**src/chgl_pkg.sv**
```systemverilog
`default_nettype none

package chgl_pkg;

    // ************************************************************
    // Register addresses
    // ************************************************************
    localparam logic [7:0] ADDR_DPM_TIMER = 8'h05;
    localparam logic [7:0] ADDR_SAFETY_LIM = 8'h06;
    localparam logic [7:0] ADDR_NTC_TIMER = 8'h07;

    // ************************************************************
    // Reset values
    // ************************************************************
    localparam logic [7:0] SAFETY_LIM_RESET = 8'h50;
    localparam logic [7:0] DPM_TIMER_RESET = 8'h07;
    localparam logic [7:0] NTC_TIMER_RESET = 8'h80;
    localparam logic [7:0] RDATA_UNMAPPED = 8'h00;

    // ************************************************************
    // Field positions
    // ************************************************************
    localparam int LIM_CUR_MSB = 7;
    localparam int LIM_CUR_LSB = 4;
    localparam int LIM_VOLT_MSB = 3;
    localparam int LIM_VOLT_LSB = 0;
    localparam int NTC_HALF_BIT = 7;
    localparam int NTC_SEL_MSB = 6;
    localparam int NTC_SEL_LSB = 5;
    localparam int NTC_TS_DIS_BIT = 3;
    localparam int NTC_STORE_LSB = 3;
    localparam int DPM_LOW_CHG_BIT = 5;
    localparam int DPM_STAT_BIT = 4;
    localparam int DPM_CD_BIT = 3;
    localparam int DPM_CODE_MSB = 2;

    // Synchroniser lanes for pin inputs
    localparam int SY_SHORT = 0;
    localparam int SY_CHG = 1;
    localparam int SY_THERM = 2;
    localparam int SY_VINH = 3;
    localparam int SY_DPM = 4;
    localparam int SY_CD = 5;
    localparam int SY_FAULT_LSB = 6;
    localparam int SY_W = 9;

    // ************************************************************
    // Analog scaling, in mV and uV
    // ************************************************************
    localparam int CHG_VOLT_BASE_MV = 3500;
    localparam int LIM_VOLT_BASE_MV = 4200;
    localparam int LIM_VOLT_MAX_MV = 4440;
    localparam int VOLT_STEP_MV = 20;
    localparam int CHG_SENSE_BASE_UV = 37400;
    localparam int LIM_SENSE_BASE_UV = 37400;
    localparam int CUR_STEP_UV = 6800;
    localparam int DPM_BASE_MV = 4150;
    localparam int DPM_STEP_MV = 80;
    localparam logic [5:0] VOLT_LIM_OFFSET =
        6'((LIM_VOLT_BASE_MV - CHG_VOLT_BASE_MV) / VOLT_STEP_MV);
    localparam logic [3:0] LIM_VOLT_FIELD_MAX =
        4'((LIM_VOLT_MAX_MV - LIM_VOLT_BASE_MV) / VOLT_STEP_MV);
    localparam logic [3:0] CUR_LIM_OFFSET =
        4'((LIM_SENSE_BASE_UV - CHG_SENSE_BASE_UV) / CUR_STEP_UV);

    // ************************************************************
    // Safety timer
    // ************************************************************
    typedef enum logic [1:0] {
        TMR_27MIN = 2'b00,
        TMR_3H = 2'b01,
        TMR_6H = 2'b10,
        TMR_OFF = 2'b11
    } chgl_timer_sel_t;

    localparam int TMR_SHORT_MIN = 27;
    localparam int TMR_MID_H = 3;
    localparam int TMR_LONG_H = 6;
    localparam logic [14:0] TMR_SHORT_S = 15'(TMR_SHORT_MIN * 60);
    localparam logic [14:0] TMR_MID_S = 15'(TMR_MID_H * 3600);
    localparam logic [14:0] TMR_LONG_S = 15'(TMR_LONG_H * 3600);
    localparam int CLK_PERIOD_NS = 5;
    localparam int NS_PER_S = 1000000000;
    localparam int unsigned SEC_CYCLES = NS_PER_S / CLK_PERIOD_NS;

    // ************************************************************
    // Thermistor fault codes
    // ************************************************************
    localparam logic [2:0] TS_COLD_HOT = 3'h0;
    localparam logic [2:0] TS_NORMAL = 3'h2;
    localparam logic [2:0] TS_WARM = 3'h3;

endpackage : chgl_pkg

`default_nettype wire

```
**src/chgl_clamp.sv**
```systemverilog
`default_nettype none

// Passes the setting through unless it lies above the cap
module chgl_clamp #(
    parameter int W = 6
) (
    // Operands
    input wire logic [W-1:0] value_i,
    input wire logic [W-1:0] cap_i,
    // Result
    output logic [W-1:0] out_o
);

    // Both operands share base and step, so a plain compare suffices
    assign out_o = (value_i > cap_i) ? cap_i : value_i;

endmodule : chgl_clamp

`default_nettype wire

```
**src/chgl_regs.sv**
```systemverilog
`default_nettype none

// Operation
// - The current limit field is bits 7:4 weighted 54.4/27.2/13.6/6.8 mV and resets to 0101.
// - The voltage limit field is bits 3:0 weighted 160/80/40/20 mV and resets to zero.
// - The voltage limit is 4.2 V plus the field, never above 4.44 V.
// - The current limit is 550 mA plus the field with 68 mOhm, 1.05 A default, 2.05 A top.
// - Only the battery-short comparator returns the limit register to its default.
// - While battery-short holds, limit writes are ignored and defaults kept.
// - After battery-short releases, limits take any number of writes until another write locks.
// - A write elsewhere before the limit register locks in the defaults.
// - Charge voltage and fast-charge current settings cannot take effect above the limits.
// - With the half-speed bit set the safety timer runs at half rate in thermal or input-high.
// - Timer select 00/01/10/11 gives 27 min, 3 h, 6 h or timer off, default 00.
// - Bit 3 of the monitor register set disables thermistor sensing, default enabled.
// - The read-only fault code reports cold/hot, normal, warm or open sensor.
// - The input power threshold is 4.15 V plus the field, 4.71 V at reset.
// - The charge voltage setting is 3.5 V plus six bits in 20 mV steps.
// - The fast-charge setting is 37.4 mV plus four bits of 54.4 down to 6.8 mV.
module chgl_regs
    import chgl_pkg::*;
#(
    parameter int unsigned SEC_CYC = SEC_CYCLES
) (
    // Clock and reset
    input wire logic SYS_CLK_I,
    input wire logic RST_I,
    // Register access from the serial interface byte engine
    input wire logic REG_WR_I,
    input wire logic REG_RD_I,
    input wire logic [7:0] REG_ADDR_I,
    input wire logic [7:0] REG_WDATA_I,
    output logic [7:0] REG_RDATA_O,
    // Analog status pins
    input wire logic BAT_SHORT_I,
    input wire logic CHARGING_I,
    input wire logic THERM_REG_I,
    input wire logic INPUT_OVERVOLTAGE_PROTECT_I,
    input wire logic DPM_ACTIVE_I,
    input wire logic CD_HIGH_I,
    input wire logic [2:0] THERM_FAULT_I,
    // Settings held in other registers
    input wire logic [5:0] CHG_VOLT_CODE_I,
    input wire logic [3:0] FAST_CHG_CODE_I,
    // Effective settings and controls
    output logic [5:0] EFF_CHG_VOLT_CODE_O,
    output logic [3:0] EFF_FAST_CHG_CODE_O,
    output logic [2:0] DPM_THRESH_CODE_O,
    output logic LOW_CHG_O,
    output logic TS_ENABLE_O,
    output logic LIMIT_LOCKED_O,
    output logic TIMER_EXPIRED_O
);

    // ************************************************************
    // State
    // ************************************************************
    typedef struct packed {
        logic [SY_W-1:0] sync1;
        logic [SY_W-1:0] sync2;
        logic [7:0] lim;
        logic lock;
        logic [7:0] dpm_reg;
        logic [7:0] ntc_reg;
        logic [14:0] secs;
        logic expired;
        logic [7:0] rdata;
        logic [5:0] eff_v;
        logic [3:0] eff_i;
        logic thermistor_sense_disable;
        logic [2:0] fault_prev;
        logic [2:0] fault_hold;
    } chgl_state_t;

    chgl_state_t st;
    chgl_state_t next_st;

    logic [SY_W-1:0] pins;
    logic short_s;
    logic chg_s;
    logic slow;
    logic run;
    logic tick;
    logic [2:0] fault_s;
    logic [3:0] vlim;
    logic [5:0] volt_cap;
    logic [3:0] cur_cap;
    logic [5:0] volt_eff;
    logic [3:0] cur_eff;
    logic [14:0] limit_secs;
    chgl_timer_sel_t tsel;

    // Raw pin levels, lane order set by the lane numbers
    assign pins = {THERM_FAULT_I, CD_HIGH_I, DPM_ACTIVE_I, INPUT_OVERVOLTAGE_PROTECT_I,
                   THERM_REG_I, CHARGING_I, BAT_SHORT_I};

    // Synchronised pin levels, taken from the second stage only
    assign short_s = st.sync2[SY_SHORT];
    assign chg_s = st.sync2[SY_CHG];
    assign fault_s = st.sync2[SY_FAULT_LSB +: 3];
    assign tsel = chgl_timer_sel_t'(st.ntc_reg[NTC_SEL_MSB:NTC_SEL_LSB]);

    // ************************************************************
    // Limit caps
    // ************************************************************
    // voltage field, low nibble
    // field saturates at the 4.44 V option
    assign vlim = (st.lim[LIM_VOLT_MSB:LIM_VOLT_LSB] > LIM_VOLT_FIELD_MAX) ?
                  LIM_VOLT_FIELD_MAX : st.lim[LIM_VOLT_MSB:LIM_VOLT_LSB];
    // voltage cap in 3.5 V based 20 mV steps
    assign volt_cap = VOLT_LIM_OFFSET + {2'b00, vlim};
    // both current codes sit on a 37.4 mV base
    assign cur_cap = st.lim[LIM_CUR_MSB:LIM_CUR_LSB] + CUR_LIM_OFFSET;

    chgl_clamp #(
        .W(6)
    ) u_volt_clamp (
        .value_i(CHG_VOLT_CODE_I),
        .cap_i(volt_cap),
        .out_o(volt_eff)
    );

    chgl_clamp #(
        .W(4)
    ) u_cur_clamp (
        .value_i(FAST_CHG_CODE_I),
        .cap_i(cur_cap),
        .out_o(cur_eff)
    );

    // ************************************************************
    // Safety timer
    // ************************************************************
    // slow only when enabled and regulating
    assign slow = st.ntc_reg[NTC_HALF_BIT] &&
                  (st.sync2[SY_THERM] || st.sync2[SY_VINH]);
    assign run = chg_s && (tsel != TMR_OFF) && !st.expired;

    chgl_tick #(
        .CYC(SEC_CYC)
    ) u_tick (
        .clk_i(SYS_CLK_I),
        .rst_i(RST_I),
        .run_i(run),
        .slow_i(slow),
        .tick_o(tick)
    );

    // fast-charge limit from the select field
    always_comb begin
        case (tsel)
            TMR_27MIN: limit_secs = TMR_SHORT_S;
            TMR_3H: limit_secs = TMR_MID_S;
            TMR_6H: limit_secs = TMR_LONG_S;
            default: limit_secs = '1;
        endcase
    end

    // ************************************************************
    // Next state
    // ************************************************************
    always_comb begin
        next_st = st;
        next_st.sync1 = pins;
        next_st.sync2 = st.sync1;
        // fault code is a word; taken once two samples agree
        next_st.fault_prev = fault_s;
        if (st.fault_prev == fault_s) begin
            next_st.fault_hold = fault_s;
        end

        // Limit register and its lock
        if (short_s) begin
            // only the short comparator restores defaults
            next_st.lim = SAFETY_LIM_RESET;
            next_st.lock = 1'b0;
        end else if (REG_WR_I) begin
            if (REG_ADDR_I == ADDR_SAFETY_LIM) begin
                if (!st.lock) begin
                    next_st.lim = REG_WDATA_I;
                end
            end else begin
                // any other write freezes the limits
                next_st.lock = 1'b1;
            end
        end

        // Ordinary registers, written regardless of the lock
        if (REG_WR_I && REG_ADDR_I == ADDR_DPM_TIMER) begin
            // threshold field stored with the rest
            next_st.dpm_reg = REG_WDATA_I;
        end
        if (REG_WR_I && REG_ADDR_I == ADDR_NTC_TIMER) begin
            // Low bits are the read-only fault code
            next_st.ntc_reg = {REG_WDATA_I[7:NTC_STORE_LSB], 3'h0};
        end

        if (!chg_s || tsel == TMR_OFF) begin
            next_st.secs = '0;
            next_st.expired = 1'b0;
        end else if (tick) begin
            if (st.secs + 15'h0001 >= limit_secs) begin
                next_st.expired = 1'b1;
            end else begin
                next_st.secs = st.secs + 15'h0001;
            end
        end

        // Read data, status bits live
        if (REG_RD_I) begin
            case (REG_ADDR_I)
                ADDR_DPM_TIMER: next_st.rdata = {st.dpm_reg[7:DPM_STAT_BIT + 1],
                                                 st.sync2[SY_DPM], st.sync2[SY_CD],
                                                 st.dpm_reg[DPM_CODE_MSB:0]};
                ADDR_SAFETY_LIM: next_st.rdata = st.lim;
                // fault code from the sensor comparators
                ADDR_NTC_TIMER: next_st.rdata = {st.ntc_reg[7:NTC_STORE_LSB], st.fault_hold};
                default: next_st.rdata = RDATA_UNMAPPED;
            endcase
        end

        next_st.eff_v = volt_eff;
        next_st.eff_i = cur_eff;
        // sense enabled while the disable bit is clear
        next_st.thermistor_sense_disable = !st.ntc_reg[NTC_TS_DIS_BIT];

        // Ordinary reset leaves the limits and lock alone
        if (RST_I) begin
            next_st = '0;
            // Pins keep flowing so a short seen in reset restores the limits
            next_st.sync1 = pins;
            next_st.sync2 = st.sync1;
            next_st.lim = short_s ? SAFETY_LIM_RESET : st.lim;
            next_st.lock = short_s ? 1'b0 : st.lock;
            next_st.dpm_reg = DPM_TIMER_RESET;
            next_st.ntc_reg = NTC_TIMER_RESET;
            next_st.thermistor_sense_disable = 1'b1;
        end
    end

    // State register; reset is folded into the next-state logic
    always_ff @(posedge SYS_CLK_I) begin
        st <= next_st;
    end

    // ************************************************************
    // Outputs
    // ************************************************************
    assign REG_RDATA_O = st.rdata;
    assign EFF_CHG_VOLT_CODE_O = st.eff_v;
    assign EFF_FAST_CHG_CODE_O = st.eff_i;
    assign DPM_THRESH_CODE_O = st.dpm_reg[DPM_CODE_MSB:0];
    assign LOW_CHG_O = st.dpm_reg[DPM_LOW_CHG_BIT];
    assign TS_ENABLE_O = st.thermistor_sense_disable;
    assign LIMIT_LOCKED_O = st.lock;
    assign TIMER_EXPIRED_O = st.expired;

    // ************************************************************
    // Checks
    // ************************************************************
    // short restores defaults
    a_short_default: assert property (
        @(posedge SYS_CLK_I) disable iff (RST_I)
        short_s |=> (st.lim == SAFETY_LIM_RESET) && !LIMIT_LOCKED_O)
        else $error("limits not default after short");

    a_short_wr_ignored: assert property (
        @(posedge SYS_CLK_I) disable iff (RST_I)
        (short_s && REG_WR_I && REG_ADDR_I == ADDR_SAFETY_LIM) |=>
        (st.lim == SAFETY_LIM_RESET))
        else $error("limit write taken during short");

    a_limit_wr_taken: assert property (
        @(posedge SYS_CLK_I) disable iff (RST_I)
        (!short_s && !st.lock && REG_WR_I && REG_ADDR_I == ADDR_SAFETY_LIM)
        |=> (st.lim == $past(REG_WDATA_I)))
        else $error("unlocked limit write lost");

    a_locked_stable: assert property (
        @(posedge SYS_CLK_I) disable iff (RST_I)
        (st.lock && !short_s) |=> $stable(st.lim))
        else $error("locked limits changed");

    a_other_locks: assert property (
        @(posedge SYS_CLK_I) disable iff (RST_I)
        (!short_s && REG_WR_I && REG_ADDR_I != ADDR_SAFETY_LIM) |=> LIMIT_LOCKED_O)
        else $error("other write failed to lock limits");

    a_volt_capped: assert property (
        @(posedge SYS_CLK_I) disable iff (RST_I)
        1'b1 |=> (EFF_CHG_VOLT_CODE_O <= $past(volt_cap)) &&
        (EFF_CHG_VOLT_CODE_O == $past(CHG_VOLT_CODE_I) ||
         EFF_CHG_VOLT_CODE_O == $past(volt_cap)))
        else $error("voltage setting escaped its cap");

    a_cur_capped: assert property (
        @(posedge SYS_CLK_I) disable iff (RST_I)
        (FAST_CHG_CODE_I > cur_cap) |=> (EFF_FAST_CHG_CODE_O == $past(cur_cap)))
        else $error("current setting escaped its cap");

    a_timer_off: assert property (
        @(posedge SYS_CLK_I) disable iff (RST_I)
        (tsel == TMR_OFF) |=> !TIMER_EXPIRED_O)
        else $error("expiry while timer disabled");

    a_ts_follow: assert property (
        @(posedge SYS_CLK_I) disable iff (RST_I)
        (REG_WR_I && REG_ADDR_I == ADDR_NTC_TIMER) |=> ##1
        (TS_ENABLE_O == !$past(REG_WDATA_I[NTC_TS_DIS_BIT], 2)))
        else $error("sense enable wrong after write");

endmodule : chgl_regs

`default_nettype wire

```
**src/chgl_tick.sv**
```systemverilog
`default_nettype none

// One-second tick for the safety timer, optionally at half rate
module chgl_tick #(
    parameter int unsigned CYC = 200000000
) (
    // Clock and reset
    input wire logic clk_i,
    input wire logic rst_i,
    // Control
    input wire logic run_i,
    input wire logic slow_i,
    // Tick pulse
    output logic tick_o
);

    localparam int CW = $clog2(CYC);
    localparam logic [CW-1:0] LAST = CW'(CYC - 1);

    typedef struct packed {
        logic [CW-1:0] cnt;
        logic odd;
        logic tick;
    } chgl_tick_t;

    chgl_tick_t st;
    chgl_tick_t next_st;

    // Prescaler; a slowed second swallows every other wrap
    always_comb begin
        next_st = st;
        next_st.tick = 1'b0;
        if (!run_i) begin
            next_st.cnt = '0;
            next_st.odd = 1'b0;
        end else if (st.cnt == LAST) begin
            next_st.cnt = '0;
            if (slow_i && !st.odd) begin
                next_st.odd = 1'b1;
            end else begin
                next_st.odd = 1'b0;
                next_st.tick = 1'b1;
            end
        end else begin
            next_st.cnt = st.cnt + 1'b1;
        end
    end

    // State register
    always_ff @(posedge clk_i) begin
        if (rst_i) begin
            st <= '0;
        end else begin
            st <= next_st;
        end
    end

    assign tick_o = st.tick;

    a_half_speed_skip: assert property (
        @(posedge clk_i) disable iff (rst_i)
        (run_i && slow_i && st.cnt == LAST && !st.odd) |=> !tick_o)
        else $error("slowed timer ticked on the first wrap");

endmodule : chgl_tick

`default_nettype wire
```
**config.mk**
```make
export PLATFORM = sky130hd
export DESIGN_NAME = chgl_regs
export DESIGN_NICKNAME = d
export VERILOG_FILES = /design/src/chgl_pkg.sv /design/src/chgl_clamp.sv /design/src/chgl_regs.sv /design/src/chgl_tick.sv
export SDC_FILE = /design/constraint.sdc
export NUM_CORES = 1
export LEC_CHECK = 0
export BUFFER_PORTS_ARGS = -buffer_cell sky130_fd_sc_hd__buf_2
export CORE_MARGIN = 8
export CORE_UTILIZATION = 31
export DETAILED_ROUTE_END_ITERATION = 8
export GPL_ROUTABILITY_DRIVEN = 0
export PLACE_DENSITY = 0.51
export SLEW_MARGIN = 20
export SYNTH_ARGS = -nofsm -noshare
export SYNTH_HDL_FRONTEND = slang
export SYNTH_SLANG_ARGS = --single-unit
```
**constraint.sdc**
```tcl
create_clock -name SYS_CLK_I -period 3.9 [get_ports SYS_CLK_I]
set_input_delay 0.78 -clock SYS_CLK_I [delete_from_list [all_inputs] [get_ports SYS_CLK_I]]
set_output_delay 0.78 -clock SYS_CLK_I [all_outputs]
set_load 0.01 [all_outputs]
```
==> flow_summary.toml <==
[outcome]
status = "completed"

[critical_path]
cp.arrival_ns = 3.78
critPathLaunchType = "flop"
r2r_cells = 12
endpoint_kind = "flop"
cp.required_ns = 4.18
path_class = "reg2reg"
r2r_setup_slack_ns = 0.40
critical_path.max_fanout = 11
reg2reg_to = "st[30]$_SDFFE_PP0P_"
timing.rr.start = "st[26]$_SDFFE_PP0P_"

[job]
max-cap-violations = 0

[yosys]
synth.cell_area_sq_um = 5250
yosysUniqueCellTypes = 56
async_flop_share_pct = 0
yosys_warnings = 0
syn_inst = 563
synth-edff-count = 9
synth_flop_cell = "dfxtp_1"
syn_avg_cell_area_sq_um = 9.33
synthesis.nets = 633
ys_seq_elements = 109
yosysSeqAreaShare_pct = 43.3

[sta]
min_period_ns = 3.50
hold_viol = 0
worst_hold_slack_ns = 0.322
slew_violations = 0
setup_viol = 0
fin_crit_sh_pct = 89.8
worstMarginPinSlew_ns = 0.923
tns_ns = 0
clock_skew_ns = 0.0127
slew_headroom_pct = 38.3
max_freq_ghz = 0.286
rsz0062_at_grt = "false"

[placement]
dp_hpwl_um = 8680
io_buffer_count = 63
placed_cells = 814

[global_route]
grt_pass1_vias = 4123
grt_max_degree = 37
antenna_found_initial = 0
grt_overflow = 0
grt.total_usage_pct = 11.2
grt_pass1_wl_um = 19800

[floorplan]
row_count = 47
die_w_um = 146
die_y_um = 146
die_area_sq_um = 21400
io_pins = 64
start_util_pct = 31.7
core_sq_um = 16600

[cells_and_area]
final_cells = 830
multiInputGateArea_sq_um = 2700
syn_to_final_growth_pct = 13.6
drive_above_1_share_pct = 17.0
fillers = 1704
fin_nets = 675
seq_area_sq_um = 2270
diodes = 0

[clocking]
post_cts_buffers = 0
cts_root_buffer = "clkbuf_16"
cts_buffer_depth = 2
htree_levels = 3
cts.sinks = 109
path_clk_slew_ns = 0.07
cts_buffers = 9
clk-insertion-delay-late_ns = 0.36
cts_tree = "yes"
cts_hold_buf = 0

[detailed_routing]
viasPerCell = 4.82
ant_nets = 0
drtIter0Drc = 185
drt-pass1-iter-count = 4
remaining_drc_errors = 0
finalWirelength_um = 11500
vias = 4001
wl_per_cell_um = 13.8

[worst_hold_path]
hold_class = "reg2reg"
min_to = "fault_s[1]$_DFF_P_"
hold_depth = 0
hold_start = "st[82]$_DFF_P_"

[power_and_ir_drop]
ir_drop_mv = 0.237
p_leak_nw = 2.37
power.density_nw_per_um2 = 381
[state kept, by name, summed over array words and instances, names as in the netlist]
name / count
DPM_THRESH_CODE_O: 3
EFF_CHG_VOLT_CODE_O: 6
EFF_FAST_CHG_CODE_O: 4
LIMIT_LOCKED_O: 1
LOW_CHG_O: 1
REG_RDATA_O: 8
TIMER_EXPIRED_O: 1
TS_ENABLE_O: 1
chg_s: 1
fault_s: 3
short_s: 1
st: 49
u_tick.st: 29
u_tick.tick_o: 1
[worst max-delay path by stage]
stage,startpoint,to,slack [ns]
after floorplan,st[26]$_SDFFE_PP0P_,st[27]$_SDFFE_PP0P_,0.77
after global placement,st[26]$_SDFFE_PP0P_,st[39]$_SDFFE_PP0P_,0.46
after detailed placement,st[26]$_SDFFE_PP0P_,st[37]$_SDFFE_PP0P_,0.33
after CTS,st[26]$_SDFFE_PP0P_,st[37]$_SDFFE_PP0P_,0.31
after global routing,st[26]$_SDFFE_PP0P_,st[37]$_SDFFE_PP0P_,0.08
final,st[26]$_SDFFE_PP0P_,st[30]$_SDFFE_PP0P_,0.40
[metal layers]
metal / wire (um) / GRT usage [%]
met1: 5500 / 13.5
met2: 5210 / 18.3
met3: 578 / 3.18
met4: 195 / 4.79
met5: 0 / 0
[logic make-up (layout without fill, tap and decap cells)]
group / count (synthesis) / in the layout / synth area share [%]
AO/OA/AOI/OAI: 75 / 75 / 9.51
other: 1 / 1 / 0.0714
flip-flops: 109 / 109 / 43.3
multiplexers: 26 / 26 / 5.15
adder cells (fa/ha/maj): 31 / 31 / 7.39
buffers and inverters: 51 / 98 / 5.43
AND/OR/NAND/NOR: 227 / 227 / 21.8
XOR/XNOR: 43 / 43 / 7.43
[report_power, final]
group | switching [mW] | internal [mW] | leakage, nW
Clock | 0.405 | 0.565 | 0.147
Sequential | 0.0139 | 1.16 | 0.907
Combinational | 0.0742 | 0.0598 | 1.32
[cell type report]
cell class / instances / share of cell area [%]
tap: 220 / 4.61
sequential: 109 / 38.1
timing repair buffer: 69 / 6.04
inverter: 13 / 0.818
clock buffer: 12 / 3.96
clock inverter: 4 / 1.28
multi-input combinational: 403 / 45.2
[through the flow]
stage	area [sq um]	setup slack, ns	total power, mW	util [%]
floorplan	5250	0.775	1.29	-
global placement	5650	0.457	1.33	34.1
detailed placement	5650	0.335	1.33	34.1
CTS	5960	0.313	2.32	36.0
global route	5970	0.0751	2.38	36.0
finish	5970	0.399	2.27	36.0
[repair_timing]
| item | CTS | global route |
|---|---|---|
| hold endpoints to repair | 0 | 0 |
| resized for setup | 0 | 1 |
| setup endpoints to repair | 0 | 2 |
[cells in the mapped netlist, types with 4 or more instances]
library cell    n  area, sq um
or3_1           6         37.5
nor2b_1        10         62.6
a21oi_1        25          125
nand4_1        19          119
nor2_1         78          293
nand2_1        37          139
xor2_1         20          175
mux2i_1        18          180
a22oi_1         8         60.1
inv_1          13         48.8
mux2_2          8         90.1
o21ai_0        10         50.1
o21a_1          4         30.0
buf_4          22          165
nor4_1          7         43.8
clkbuf_1       10         37.5
edfxtp_1        9          270
o31ai_1         4         30.0
nand3_1        19         95.1
or4_1          10         75.1
o211ai_1        6         45.0
and3_1         10         62.6
nor3_1          7         35.0
dfxtp_1       100         2000
and2_1          8         50.1
ha_1           31          388
xnor2_1        22          193
[worst max-delay path: stages (launching register included)]
cell and delay [ns]:
dfxtp_1 0.40, ha_1 0.28, nand3_2 0.18, nor2_2 0.24
nand3_1 0.18, or2_2 0.36, xnor2_1 0.14, ha_1 0.31
a21oi_1 0.16, o21a_1 0.32, nand3_2 0.24, or4_1 0.46
a21oi_1 0.15
[cells in the final DEF, fill, tap and decap left out, drive strengths merged, types with 7 or more instances in the layout]
cell type    n
o21ai       11
nand4       19
edfxtp       9
clkbuf      12
nor4         8
or4         10
xor2        20
inv         13
nand2       37
and2         8
a22oi        8
nand3       21
nor2        79
and3        12
xnor2       22
nor2b       10
nor3         7
ha          31
dfxtp      100
mux2         8
a21oi       25
mux2i       18
buf         69
Note: power is estimated with default switching activity, not from simulation.
